<file path="src/pkg/acqseq_pkg.sv">
package acqseq_pkg;
    // Sizes
    localparam int NSET    = 8;
    localparam int NFEAT   = 8;
    localparam int FEAT_VW = 16;
    localparam int NSRC    = 4;
    localparam int PATH_W  = 7;
    localparam int ADDR_W  = 8;

    // Register byte offsets
    localparam logic [7:0] OFS_CTRL      = 8'h00;
    localparam logic [7:0] OFS_STATUS    = 8'h04;
    localparam logic [7:0] OFS_FEAT_PICK = 8'h08;
    localparam logic [7:0] OFS_FEAT_EN   = 8'h0C;
    localparam logic [7:0] OFS_SET_PICK  = 8'h10;
    localparam logic [7:0] OFS_PATH_PICK = 8'h14;
    localparam logic [7:0] OFS_PATH      = 8'h18;
    localparam logic [7:0] OFS_FIRST_SET = 8'h1C;
    localparam logic [7:0] OFS_CLASS     = 8'h20;
    localparam logic [7:0] OFS_FEAT_BASE = 8'h40;

    // Control and status fields
    localparam int CTRL_SETUP_BIT  = 0;
    localparam int CTRL_RUN_BIT    = 1;
    localparam int CTRL_STORE_BIT  = 2;
    localparam int CTRL_RECALL_BIT = 3;
    localparam int ST_SETUP_OK_BIT = 0;
    localparam int ST_SET_OK_BIT   = 1;
    localparam int ST_ACTIVE_LSB   = 8;
    localparam int ST_OKS_LSB      = 16;

    // Path word fields
    localparam int PATH_SRC_LSB  = 0;
    localparam int PATH_EDGE_LSB = 2;
    localparam int PATH_NEXT_LSB = 4;

    // Step event activation modes
    localparam logic [1:0] EDGE_RISE = 2'h0;
    localparam logic [1:0] EDGE_FALL = 2'h1;
    localparam logic [1:0] EDGE_ANY  = 2'h2;
    localparam logic [1:0] EDGE_HIGH = 2'h3;

    // Event source that marks a new frame
    localparam int SRC_FRAME_START = 0;

    // Feature dependency web: direct f implies IMPL_MAP[f]; f needs FIX_MAP[f] fixed
    localparam logic [NFEAT-1:0] IMPL_MAP [NFEAT] = '{8'h02, 8'h04, 8'h00, 8'h10,
                                                     8'h00, 8'h00, 8'h00, 8'h00};
    localparam logic [NFEAT-1:0] FIX_MAP [NFEAT]  = '{8'h00, 8'h01, 8'h80, 8'h00,
                                                     8'h00, 8'h00, 8'h00, 8'h40};
    // Automatic features held in manual mode during a run
    localparam logic [NFEAT-1:0] FORCED_MAP = 8'h20;
    localparam logic [FEAT_VW-1:0] VAL_MAX  = 16'hFFF0;
endpackage : acqseq_pkg

</file>
<file path="src/design/acqseq_set_check.sv">
`timescale 1ns/1ns
module acqseq_set_check
    import acqseq_pkg::*;
#(
    parameter int VW = FEAT_VW
) (
    // Candidate set and reference settings
    input  wire logic [NFEAT-1:0][VW-1:0] cand,
    input  wire logic [NFEAT-1:0][VW-1:0] refv,
    // Classification
    input  wire logic [NFEAT-1:0]         range_mask,
    input  wire logic [NFEAT-1:0]         fix_mask,
    // Result
    output logic                          ok
);
    // Sequenced values stay in range; fixed ones must agree with the reference
    always_comb begin
        ok = 1'b1;
        for (int f = 0; f < NFEAT; f++) begin
            if (range_mask[f] && (cand[f] > VW'(VAL_MAX))) begin
                ok = 1'b0;
            end
            if (fix_mask[f] && (cand[f] != refv[f])) begin
                ok = 1'b0;
            end
        end
    end
endmodule : acqseq_set_check

</file>
<file path="src/design/acqseq_step_event.sv">
`timescale 1ns/1ns
module acqseq_step_event
    import acqseq_pkg::*;
#(
    parameter int NS = NSRC
) (
    // Clock and reset
    input  wire logic          clk,
    input  wire logic          rst,
    // Event sources and selection
    input  wire logic [NS-1:0] src_lvl,
    input  wire logic [1:0]    src_sel,
    input  wire logic [1:0]    edge_mode,
    // Detected events
    output logic               hit,
    output logic [NS-1:0]      rise
);
    typedef struct packed {
        logic [NS-1:0] prev;
    } acqseq_evt_type;

    acqseq_evt_type s_r;
    acqseq_evt_type s_nxt;
    logic           cur;
    logic           old;

    always_comb begin
        s_nxt      = s_r;
        s_nxt.prev = src_lvl;
        cur        = src_lvl[src_sel];
        old        = s_r.prev[src_sel];
        rise       = src_lvl & ~s_r.prev;
        case (edge_mode)
            EDGE_RISE: hit = cur & ~old;
            EDGE_FALL: hit = ~cur & old;
            EDGE_ANY:  hit = cur ^ old;
            EDGE_HIGH: hit = cur;
            default:   hit = 1'b0;
        endcase
    end

    always_ff @(posedge clk or posedge rst) begin
        if (rst) begin
            s_r <= '0;
        end else begin
            s_r <= s_nxt;
        end
    end
endmodule : acqseq_step_event

</file>
<file path="src/design/acqseq_top.sv">
// Notes on behaviour
// - Up to eight parameter sets are stored, each configured and saved apart.
// - Every set owns one transition path; the path pick accepts only path zero.
// - An enabled sequenced feature takes part in every stored set.
// - Entering setup classifies implied and fixed features and locks fixed ones.
// - Store copies live settings into the picked set and flags its validity.
// - A store may invalidate other previously valid sets; their flags follow.
// - Recall copies a valid picked set into live settings at any time.
// - A path holds event source, activation mode and successor set index.
// - The first set register names the set active when a run begins.
// - Leaving setup checks the whole configuration and reports it.
// - Implied features are recorded per set, writable in setup, locked in a run.
// - Fixed features keep one value and are locked in setup and in a run.
// - Forced automatic features are held off during a run, writable in setup.
// - Direct feature values are stored per set and may differ between sets.
// - A stored set captures configured and dependent live settings alike.
// - Path and set contents may be written in any order, set pick decides.
// - Non-sequenced features are not loaded at run start or on steps; all but forced ones stay writable.
// - Run on locks sequenced features, loads the first set, then steps on events.
// - Run off ends the run and leaves live settings from the last set.
`timescale 1ns/1ns
module acqseq_top
    import acqseq_pkg::*;
#(
    parameter int VW = FEAT_VW
) (
    // Clock and reset
    input  wire logic                      CLK,
    input  wire logic                      SYS_RST,
    // APB slave
    input  wire logic                      PSEL,
    input  wire logic                      PENABLE,
    input  wire logic                      PWRITE,
    input  wire logic [ADDR_W-1:0]         PADDR,
    input  wire logic [31:0]               PWDATA,
    output logic [31:0]                    PRDATA,
    output logic                           PREADY,
    output logic                           PSLVERR,
    // Acquisition events and status
    input  wire logic [NSRC-1:0]           EVT_IN,
    input  wire logic                      STREAMING,
    // Live settings and sequencer state
    output logic [NFEAT-1:0][VW-1:0]       FEAT_VALUE,
    output logic [2:0]                     ACTIVE_SET,
    output logic                           RUN_ON,
    output logic                           SETUP_ON
);
    typedef struct packed {
        logic                              setup;
        logic                              run;
        logic                              setup_ok;
        logic                              pending;
        logic [2:0]                        fpick;
        logic [2:0]                        spick;
        logic [2:0]                        first;
        logic [2:0]                        active;
        logic [NFEAT-1:0]                  direct_en;
        logic [NFEAT-1:0]                  direct;
        logic [NFEAT-1:0]                  implied;
        logic [NFEAT-1:0]                  fixed;
        logic [NSET-1:0]                   ok;
        logic [NSET-1:0][PATH_W-1:0]       path;
        logic [NSET-1:0][NFEAT-1:0][VW-1:0] sets;
        logic [NFEAT-1:0][VW-1:0]          live;
        logic                              pready;
        logic                              pslverr;
        logic [31:0]                       prdata;
    } acqseq_state_type;

    acqseq_state_type s_r;
    acqseq_state_type s_nxt;

    logic [NSET-1:0]  chk_set;
    logic             chk_live;
    logic [NFEAT-1:0] impl_c;
    logic [NFEAT-1:0] fix_c;
    logic [NFEAT-1:0] seq_m;
    logic [NFEAT-1:0] wr_ok;
    logic             cfg_ok;
    logic             step_hit;
    logic [NSRC-1:0]  src_rise;
    logic [31:0]      rd_word;
    logic             rd_hit;
    logic             access;
    logic             wr;
    logic [2:0]       ca_idx;
    logic [2:0]       waddr_f;
    logic             feat_addr;
    logic [PATH_W-1:0] act_path;

    ////////////////////////////////////////////////////////////////////////
    // Helpers

    assign seq_m     = s_r.direct | s_r.implied | s_r.fixed;
    assign act_path  = s_r.path[s_r.active];
    assign feat_addr = (PADDR[7:5] == OFS_FEAT_BASE[7:5]);
    assign waddr_f   = PADDR[4:2];
    assign access    = PSEL & PENABLE & ~s_r.pready;
    assign wr        = PSEL & PENABLE & s_r.pready & PWRITE;

    function automatic logic [NFEAT-1:0][VW-1:0] load_set(
        input logic [NFEAT-1:0][VW-1:0] cur,
        input logic [NFEAT-1:0][VW-1:0] setv,
        input logic [NFEAT-1:0]         mask
    );
        logic [NFEAT-1:0][VW-1:0] res;
        res = cur;
        for (int f = 0; f < NFEAT; f++) begin
            if (mask[f]) begin
                res[f] = setv[f];
            end
        end
        return res;
    endfunction : load_set

    acqseq_step_event #(
        .NS        (NSRC)
    ) u_evt (
        .clk       (CLK),
        .rst       (SYS_RST),
        .src_lvl   (EVT_IN),
        .src_sel   (act_path[PATH_SRC_LSB +: 2]),
        .edge_mode (act_path[PATH_EDGE_LSB +: 2]),
        .hit       (step_hit),
        .rise      (src_rise)
    );

    // Each stored set re-checked against the live fixed values
    for (genvar i = 0; i < NSET; i++) begin : g_chk
        acqseq_set_check #(
            .VW         (VW)
        ) u_chk (
            .cand       (s_r.sets[i]),
            .refv       (s_r.live),
            .range_mask (s_r.direct | s_r.implied),
            .fix_mask   (s_r.fixed),
            .ok         (chk_set[i])
        );
    end

    acqseq_set_check #(
        .VW         (VW)
    ) u_chk_live (
        .cand       (s_r.live),
        .refv       (s_r.live),
        .range_mask (s_r.direct | s_r.implied),
        .fix_mask   (s_r.fixed),
        .ok         (chk_live)
    );

    // Classification of the dependency web from the enabled direct features
    always_comb begin
        impl_c = '0;
        fix_c  = '0;
        for (int f = 0; f < NFEAT; f++) begin
            if (s_r.direct_en[f]) begin
                impl_c = impl_c | IMPL_MAP[f];
            end
        end
        impl_c = impl_c & ~s_r.direct_en;
        // Repeated sweep: preconditions of fixed features become fixed as well
        for (int k = 0; k < NFEAT; k++) begin
            for (int f = 0; f < NFEAT; f++) begin
                if (s_r.direct_en[f] || impl_c[f] || fix_c[f]) begin
                    fix_c = fix_c | FIX_MAP[f];
                end
            end
        end
        fix_c = fix_c & ~(s_r.direct_en | impl_c);
    end

    // Whole configuration: every set reached from the first one is valid
    always_comb begin
        cfg_ok = 1'b1;
        ca_idx = s_r.first;
        for (int k = 0; k < NSET; k++) begin
            cfg_ok = cfg_ok & s_r.ok[ca_idx];
            ca_idx = s_r.path[ca_idx][PATH_NEXT_LSB +: 3];
        end
    end

    // Write permission per live feature
    always_comb begin
        for (int f = 0; f < NFEAT; f++) begin
            if (s_r.run) begin
                wr_ok[f] = ~(seq_m[f] | FORCED_MAP[f]);
            end else if (s_r.setup) begin
                wr_ok[f] = ~s_r.fixed[f];
            end else begin
                wr_ok[f] = 1'b1;
            end
        end
    end

    ////////////////////////////////////////////////////////////////////////
    // Register read decode

    always_comb begin
        rd_word = 32'h0;
        rd_hit  = 1'b1;
        if (feat_addr) begin
            rd_word[VW-1:0] = s_r.live[waddr_f];
        end else begin
            case (PADDR)
                OFS_CTRL: begin
                    rd_word[CTRL_SETUP_BIT] = s_r.setup;
                    rd_word[CTRL_RUN_BIT]   = s_r.run;
                end
                OFS_STATUS: begin
                    rd_word[ST_SETUP_OK_BIT]         = s_r.setup_ok;
                    rd_word[ST_SET_OK_BIT]           = s_r.ok[s_r.spick];
                    rd_word[ST_ACTIVE_LSB +: 3]      = s_r.active;
                    rd_word[ST_OKS_LSB +: NSET]      = s_r.ok;
                end
                OFS_FEAT_PICK: rd_word[2:0]        = s_r.fpick;
                OFS_FEAT_EN:   rd_word[0]          = s_r.direct_en[s_r.fpick];
                OFS_SET_PICK:  rd_word[2:0]        = s_r.spick;
                OFS_PATH_PICK: rd_word             = 32'h0;
                OFS_PATH:      rd_word[PATH_W-1:0] = s_r.path[s_r.spick];
                OFS_FIRST_SET: rd_word[2:0]        = s_r.first;
                OFS_CLASS:     rd_word = {FORCED_MAP, s_r.fixed, s_r.implied, s_r.direct};
                default:       rd_hit  = 1'b0;
            endcase
        end
    end

    ////////////////////////////////////////////////////////////////////////
    // Next state

    always_comb begin
        s_nxt         = s_r;
        s_nxt.pready  = 1'b0;
        s_nxt.pslverr = 1'b0;
        s_nxt.prdata  = 32'h0;
        // One wait state keeps every APB output registered
        if (access) begin
            s_nxt.pready  = 1'b1;
            s_nxt.prdata  = rd_word;
            s_nxt.pslverr = ~rd_hit;
        end
        // Pending values land at the frame start, before a new step is taken
        if (s_r.run && s_r.pending && src_rise[SRC_FRAME_START]) begin
            s_nxt.live    = load_set(s_r.live, s_r.sets[s_r.active], seq_m);
            s_nxt.pending = 1'b0;
        end
        if (s_r.run && step_hit) begin
            s_nxt.active  = act_path[PATH_NEXT_LSB +: 3];
            s_nxt.pending = 1'b1;
        end
        if (wr && feat_addr) begin
            if (wr_ok[waddr_f]) begin
                s_nxt.live[waddr_f] = PWDATA[VW-1:0];
            end
        end else if (wr) begin
            case (PADDR)
                OFS_CTRL: begin
                    if (PWDATA[CTRL_SETUP_BIT] && !s_r.setup && !s_r.run) begin
                        s_nxt.setup    = 1'b1;
                        s_nxt.setup_ok = 1'b0;
                        s_nxt.direct   = s_r.direct_en;
                        s_nxt.implied  = impl_c;
                        s_nxt.fixed    = fix_c;
                    end else if (!PWDATA[CTRL_SETUP_BIT] && s_r.setup) begin
                        s_nxt.setup    = 1'b0;
                        s_nxt.setup_ok = cfg_ok;
                    end
                    if (PWDATA[CTRL_RUN_BIT] && !s_r.run && !s_r.setup
                        && s_r.setup_ok && !STREAMING) begin
                        s_nxt.run     = 1'b1;
                        s_nxt.active  = s_r.first;
                        s_nxt.pending = 1'b0;
                        s_nxt.live    = load_set(s_r.live, s_r.sets[s_r.first], seq_m);
                    end else if (!PWDATA[CTRL_RUN_BIT] && s_r.run) begin
                        s_nxt.run     = 1'b0;
                        s_nxt.pending = 1'b0;
                    end
                    // Store only while configuring, so classification is settled
                    if (PWDATA[CTRL_STORE_BIT] && s_r.setup) begin
                        s_nxt.sets[s_r.spick] = s_r.live;
                        s_nxt.ok              = s_r.ok & chk_set;
                        s_nxt.ok[s_r.spick]   = chk_live;
                    end
                    if (PWDATA[CTRL_RECALL_BIT] && s_r.ok[s_r.spick]) begin
                        s_nxt.live = s_r.sets[s_r.spick];
                    end
                end
                OFS_FEAT_PICK: s_nxt.fpick = PWDATA[2:0];
                OFS_FEAT_EN: begin
                    // Classification is frozen once setup is entered
                    if (!s_r.setup && !s_r.run) begin
                        s_nxt.direct_en[s_r.fpick] = PWDATA[0];
                    end
                end
                OFS_SET_PICK: s_nxt.spick = PWDATA[2:0];
                OFS_PATH: begin
                    if (!s_r.run) begin
                        s_nxt.path[s_r.spick] = PWDATA[PATH_W-1:0];
                    end
                end
                OFS_FIRST_SET: begin
                    if (!s_r.run) begin
                        s_nxt.first = PWDATA[2:0];
                    end
                end
                default: s_nxt.path = s_nxt.path;
            endcase
        end
        if (s_nxt.run) begin
            for (int f = 0; f < NFEAT; f++) begin
                if (FORCED_MAP[f]) begin
                    s_nxt.live[f] = '0;
                end
            end
        end
    end

    always_ff @(posedge CLK or posedge SYS_RST) begin
        if (SYS_RST) begin
            s_r <= '0;
        end else begin
            s_r <= s_nxt;
        end
    end

    assign PRDATA     = s_r.prdata;
    assign PREADY     = s_r.pready;
    assign PSLVERR    = s_r.pslverr;
    assign FEAT_VALUE = s_r.live;
    assign ACTIVE_SET = s_r.active;
    assign RUN_ON     = s_r.run;
    assign SETUP_ON   = s_r.setup;

    logic fwr;
    assign fwr = wr & feat_addr;
endmodule : acqseq_top

</file>
<file path="config.mk">
export PLATFORM = sky130hd
export DESIGN_NAME = acqseq_top
export DESIGN_NICKNAME = d
export VERILOG_FILES = /design/src/pkg/acqseq_pkg.sv /design/src/design/acqseq_set_check.sv /design/src/design/acqseq_step_event.sv /design/src/design/acqseq_top.sv
export SDC_FILE = /design/constraint.sdc
export NUM_CORES = 2
export LEC_CHECK = 0
export BUFFER_PORTS_ARGS = -buffer_cell sky130_fd_sc_hd__buf_2
export CAP_MARGIN = 20
export CELL_PAD_IN_SITES_DETAIL_PLACEMENT = 0
export CELL_PAD_IN_SITES_GLOBAL_PLACEMENT = 1
export CORE_UTILIZATION = 30
export DETAILED_ROUTE_END_ITERATION = 12
export GPL_TIMING_DRIVEN = 0
export MAX_ROUTING_LAYER = met4
export PLACE_DENSITY = 0.54
export SYNTH_ARGS = -nofsm -noshare
export SYNTH_HDL_FRONTEND = slang
export SYNTH_SLANG_ARGS = --single-unit
</file>
<file path="constraint.sdc">
create_clock -name CLK -period 121.1 [get_ports CLK]
set_input_delay 24.22 -clock CLK [delete_from_list [all_inputs] [get_ports CLK]]
set_output_delay 24.22 -clock CLK [all_outputs]
set_load 0.02 [all_outputs]
</file>
# == Word-level counts from Yosys, hierarchy flattened ==
# Index checks and enable logic that the tools add are counted.
# totals
regBits,1302
in_bits,50
out_inout_bits,167
elab_cells,823
# op_classes
magnitude_cmp,88
eq_ne,84
muxes,312
n_bitwise,45
reduce_logical,197
# op_table
op,n
1263-bit two-way mux,1
128-bit binary-select mux with 3-bit select,3
16-bit > comparator (second input constant),72
1152-bit two-way mux,1
128-bit two-way mux,9
1135-bit two-way mux,1
1024-bit bitwise mux,1
1024-bit two-way mux,1
16-bit inequality test,64
128-bit demux with 3-bit select,1
16-bit two-way mux,21
7-bit binary-select mux with 3-bit select,9
1-bit two-way mux,188
1-bit logical AND,154
128-bit bitwise mux,1
7-bit two-way mux,18
56-bit two-way mux,2
8-bit two-way mux,11
56-bit bitwise mux,1
16-bit binary-select mux with 3-bit select,1
16-bit demux with 3-bit select,1
3-bit by 4-bit < comparator with 1-bit output (second input constant),12
6-bit inequality test (second input constant),7
34-bit two-way mux,1
other kinds (44),145

# == Logic depth before layout (Yosys ltp) ==
# logic_depth
depth_word,50
depth_mapped,27

# == By module ==
# Synthesis repeated with hierarchy kept, for this count alone.
# hier_totals
cells_unflattened,8584
area_unflattened_um2,95049.9
# modules_own_cells
module,n_inst,cells_per_inst,area_each_um2
acqseq_top,1,6551,79160.9
acqseq_set_check,9,224,1739.2
acqseq_step_event,1,17,236.5

# == Worst setup path after synthesis ==
# No wires, ideal clock.
# synth_timing
path_type,input port to flip-flop
startpoint,in PADDR[1]
endpoint,reg with a tool-made name
t_arrival_ns,26.821
path_slack_ns,94.154
cell_stages,10
n_path_buf,4
path_cell_list,nor4_1 > nor2b_1 > and2_1 > clkbuf_1 > nand4_1 > clkbuf_1 > nor2_1 > clkbuf_1 > buf_1 > mux2_2
# synth_rtl
element,line,text
from (decl),acqseq_top.sv:34,"input wire logic [ADDR_W-1:0] PADDR,"

# == Final worst setup path ==
# layout_timing
startpoint,in PADDR[1]
endpoint,"reg s_r, in the netlist FEAT_VALUE[20]"
# layout_between
elab_chain_len,4
# layout_rtl
element,line,text
8-bit logical NOT (*),acqseq_top.sv:255,case (PADDR)
1152-bit two-way mux,acqseq_top.sv:255,
1263-bit two-way mux,acqseq_top.sv:254,end else if (wr) begin
128-bit two-way mux,acqseq_top.sv:250,if (wr && feat_addr) begin
to (signal assigned),acqseq_top.sv:321,s_r <= s_nxt;
to (decl),acqseq_top.sv:70,acqseq_state_type s_r;
# Every way passes the cells marked *; elsewhere a longest branch is shown, timed or not.
# A chain may end at the register's enable or synchronous reset.

==> impl_results.md <==
- Outcome: finished clean
- Hold Crit Class: flop to flop
- Setup TNS: 0 ns
- Post-CTS setup buffers: 0
- Detailed-placement wirelength estimate: 493,000 um
- Critical Path Fanout Max: 10
- Final ANT Viol Nets: 0
- Fin crit share: 24.1%
- Vias per cell: 6.86
- Via count: 83,700
- Die span in y: 538 um
- Post-cts sizing count: 0
- Clock skew: 0.0575 ns
- WS Path Type: input port to flop
- Core Region: 0.285 mm2
- Initial antenna violation count: 140
- Final Max Tran Viols: 0
- Routed len/inst: 52.6 um
- Cts hold-fix bufs: 0
- Reg clk slew, reported paths: 0.06 ns
- Family with the most delay on the worst path: simple AND/OR/NAND/NOR gates
- Layout cell share with drive strength beyond 1: 34.5%
- Max H-tree Level: 4
- Worst setup SP type: input port
- Nets: 8,236
- Area grow syn2layout: 18.8%
- Share of the synthesized area in the top cell type: 37.3%
- CTS tree: done
- Maximum VDD drop: 0.0000109 V
- Max clock buf depth: 4
- Number of clock sinks: 1,285
- Final Hold Fails: 0
- Post-synth ARST share: 100%
- CTS Buf Count: 170
- CP Cell Sequence: buf_2 > nor4_2 > nor2b_1 > and2_1 > clkbuf_1 > nand2_1 > nor2_1 > nand2_1 > buf_16 > nor2_1 > clkbuf_1 > a21oi_1 > nor2_1 > a21oi_1
- Pwr Density: 10.4 mW/mm2
- CP most frequent cell: nor2_1
- Netlist cell types: 81
- Mean post-synth cell area: 11.4 um2
- Largest net degree at the start of global routing: 133
- Starting Density: 30.2%
- Minimum clock period: 29.22 ns
- Clk_lat worst skew: 0.93 ns
- Die Width: 538 um
- Drt drc: 0
- Post-synth EDFFs: 0
- Remaining Overflow, GRT: 0
- Clk root buf: clkbuf_16
- Worst-margin pin slew: 1.38 ns
- Crit end category: flop
- IO buf count: 189
- Sequential area share after synthesis: 37.3%
- GPL Wtd Cong: 1.10
- Top-count cell post-synth: dfrtp_1
- RSZ-0062 raised after global routing: false
- Setup violations, final: 0
- Cells after Synth: 7,582
- Post-Synthesis Cell Area: 0.0862 mm2
- Drt initial violations: 13,800
- Critical-path top delay cell: nor4_2
- Top cell type by total area after synthesis: dfrtp_1
- Total chip power: 1.07 mW
- MaxCap Viol Count: 0
- Filler instances: 28,600
- Crit path buf inv count: 4
- CP arrival: 30.00 ns
- Vias in the first global route: 78,100
- Die area: 0.289 mm2
- Pleak: 43.9 nW
- Fmax: 34.2 MHz
- Synth Flop Type: dfrtp_1
- # rows: 196
- Max incr delay on CP: 0.94 ns
- Slew Limit Headroom: 6.82%
- # IOs: 217
- Post-synthesis register bit count: 1,285
- Pre-antenna DRT Iters: 10
- First-pass GRT wire length: 823,000 um
- Total GRT Usage: 44.8%
- Worst Path Required: 121.88 ns
- WL final: 641,000 um
- Commonest cells in the netlist: 1,285 x dfrtp_1, 1,129 x mux2_2, 609 x clkbuf_1, 570 x mux4_2, 460 x a22oi_1
- Largest cells by area after synthesis: dfrtp_1 37%, mux4_2 15%, mux2_2 15%
- Yosys warnings: 0
[worst paths after layout]
| check | startpoint | end | slack (ns) | depth (start not counted) |
|---|---|---|---|---|
| min in group asynchronous | SYS_RST | async pin | 23.42 | 2 |
| min | flop | flop | 0.51 | 2 |
| max | PADDR[1] | FEAT_VALUE[20] | 91.88 | 14 |
| max reg2reg | s_r[1286] | s_r[1295] | 113.79 | 23 |
| min reg2reg | flop | flop | 0.51 | 2 |
| max in group asynchronous | SYS_RST | async pin | 95.32 | 5 |
[routing by layer]
layer,track usage [%],vias up,wire (um)
met1,55.0,44200,250000
li1,-,30700,-
met2,58.6,7043,253000
met5,-,-,0
met3,18.1,1790,82900
met4,32.6,0,55500
[layout by cell type, fill, tap and decap left out, types with 54 or more instances in the layout]
master / instances
nand3_1: 66
nand2_1: 341
clkbuf_2: 126
buf_1: 72
o21ai_0: 263
nand4_1: 339
clkbuf_16: 173
nor3_1: 103
diode_2: 131
a22o_1: 54
clkbuf_1: 509
a22oi_1: 460
buf_2: 293
mux2i_1: 355
xor2_1: 384
a221oi_1: 79
buf_8: 114
mux2_2: 1129
a31oi_1: 62
mux4_2: 570
buf_4: 182
dfrtp_1: 1285
nor2_1: 262
a21oi_1: 285
nor4_1: 168
[worst register-to-register path: stages, from the launching register on]
cell     delay (ns)
dfrtp_1        0.49
buf_2          0.70
mux4_2         0.44
mux2i_4        0.42
mux2i_2        0.64
nand4_1        0.21
nand4_2        0.29
buf_4          0.27
mux2i_1        0.21
mux2i_1        0.10
mux2i_2        0.30
buf_4          0.29
mux2i_1        0.22
mux2i_1        0.11
mux2_4         0.35
mux2i_1        0.14
mux2i_1        0.20
mux2_2         0.22
buf_6          0.16
mux2i_1        0.39
nand4_2        0.30
and4_1         0.30
nor4b_2        0.29
o41ai_2        0.12
[per-stage QoR]
step                util (%)  hold WS (ns)  instances  area, um2  worst slack, ns
global route            35.8         0.548      12200     102000            92.00
detailed placement      33.6         0.495      11800      96100            91.30
floorplan                  -         0.466       7588      86200            60.66
global placement        32.2         0.487      11500      91800            43.49
CTS                     35.7         0.508      12100     102000            92.24
finish                  35.9         0.508      12200     102000            91.88
[cell families after synthesis]
kind of cell | Yosys count | synth area share, %
DFF | 1285 | 37.3
AOI/OAI and AO/OA | 1467 | 11.4
xor gates and xnor gates | 384 | 3.90
other | 1 | 0.00435
buffers and inverters | 981 | 5.09
muxes | 2063 | 33.9
and+or+nand+nor | 1399 | 8.27
adders and majority gates | 2 | 0.0290
[where the power goes]
group          switching, mW  internal, mW
combinational         0.0617        0.0193
sequential           0.00777         0.431
clock                  0.228         0.320
total                  0.297         0.771
[final cells by class]
| cell class | count | area, um2 | share of cell area [%] |
|---|---|---|---|
| inverters | 30 | 120 | 0.117 |
| clock inverters | 70 | 902 | 0.881 |
| well taps | 3762 | 4710 | 4.60 |
| plain buffers | 951 | 4530 | 4.43 |
| multi-input cells | 5322 | 49900 | 48.7 |
| clock buffers | 231 | 4870 | 4.75 |
| repair buffers | 424 | 4910 | 4.79 |
| diodes | 131 | 328 | 0.320 |
| flip-flops and latches | 1285 | 32200 | 31.4 |
(Power assumes the default switching activity.)
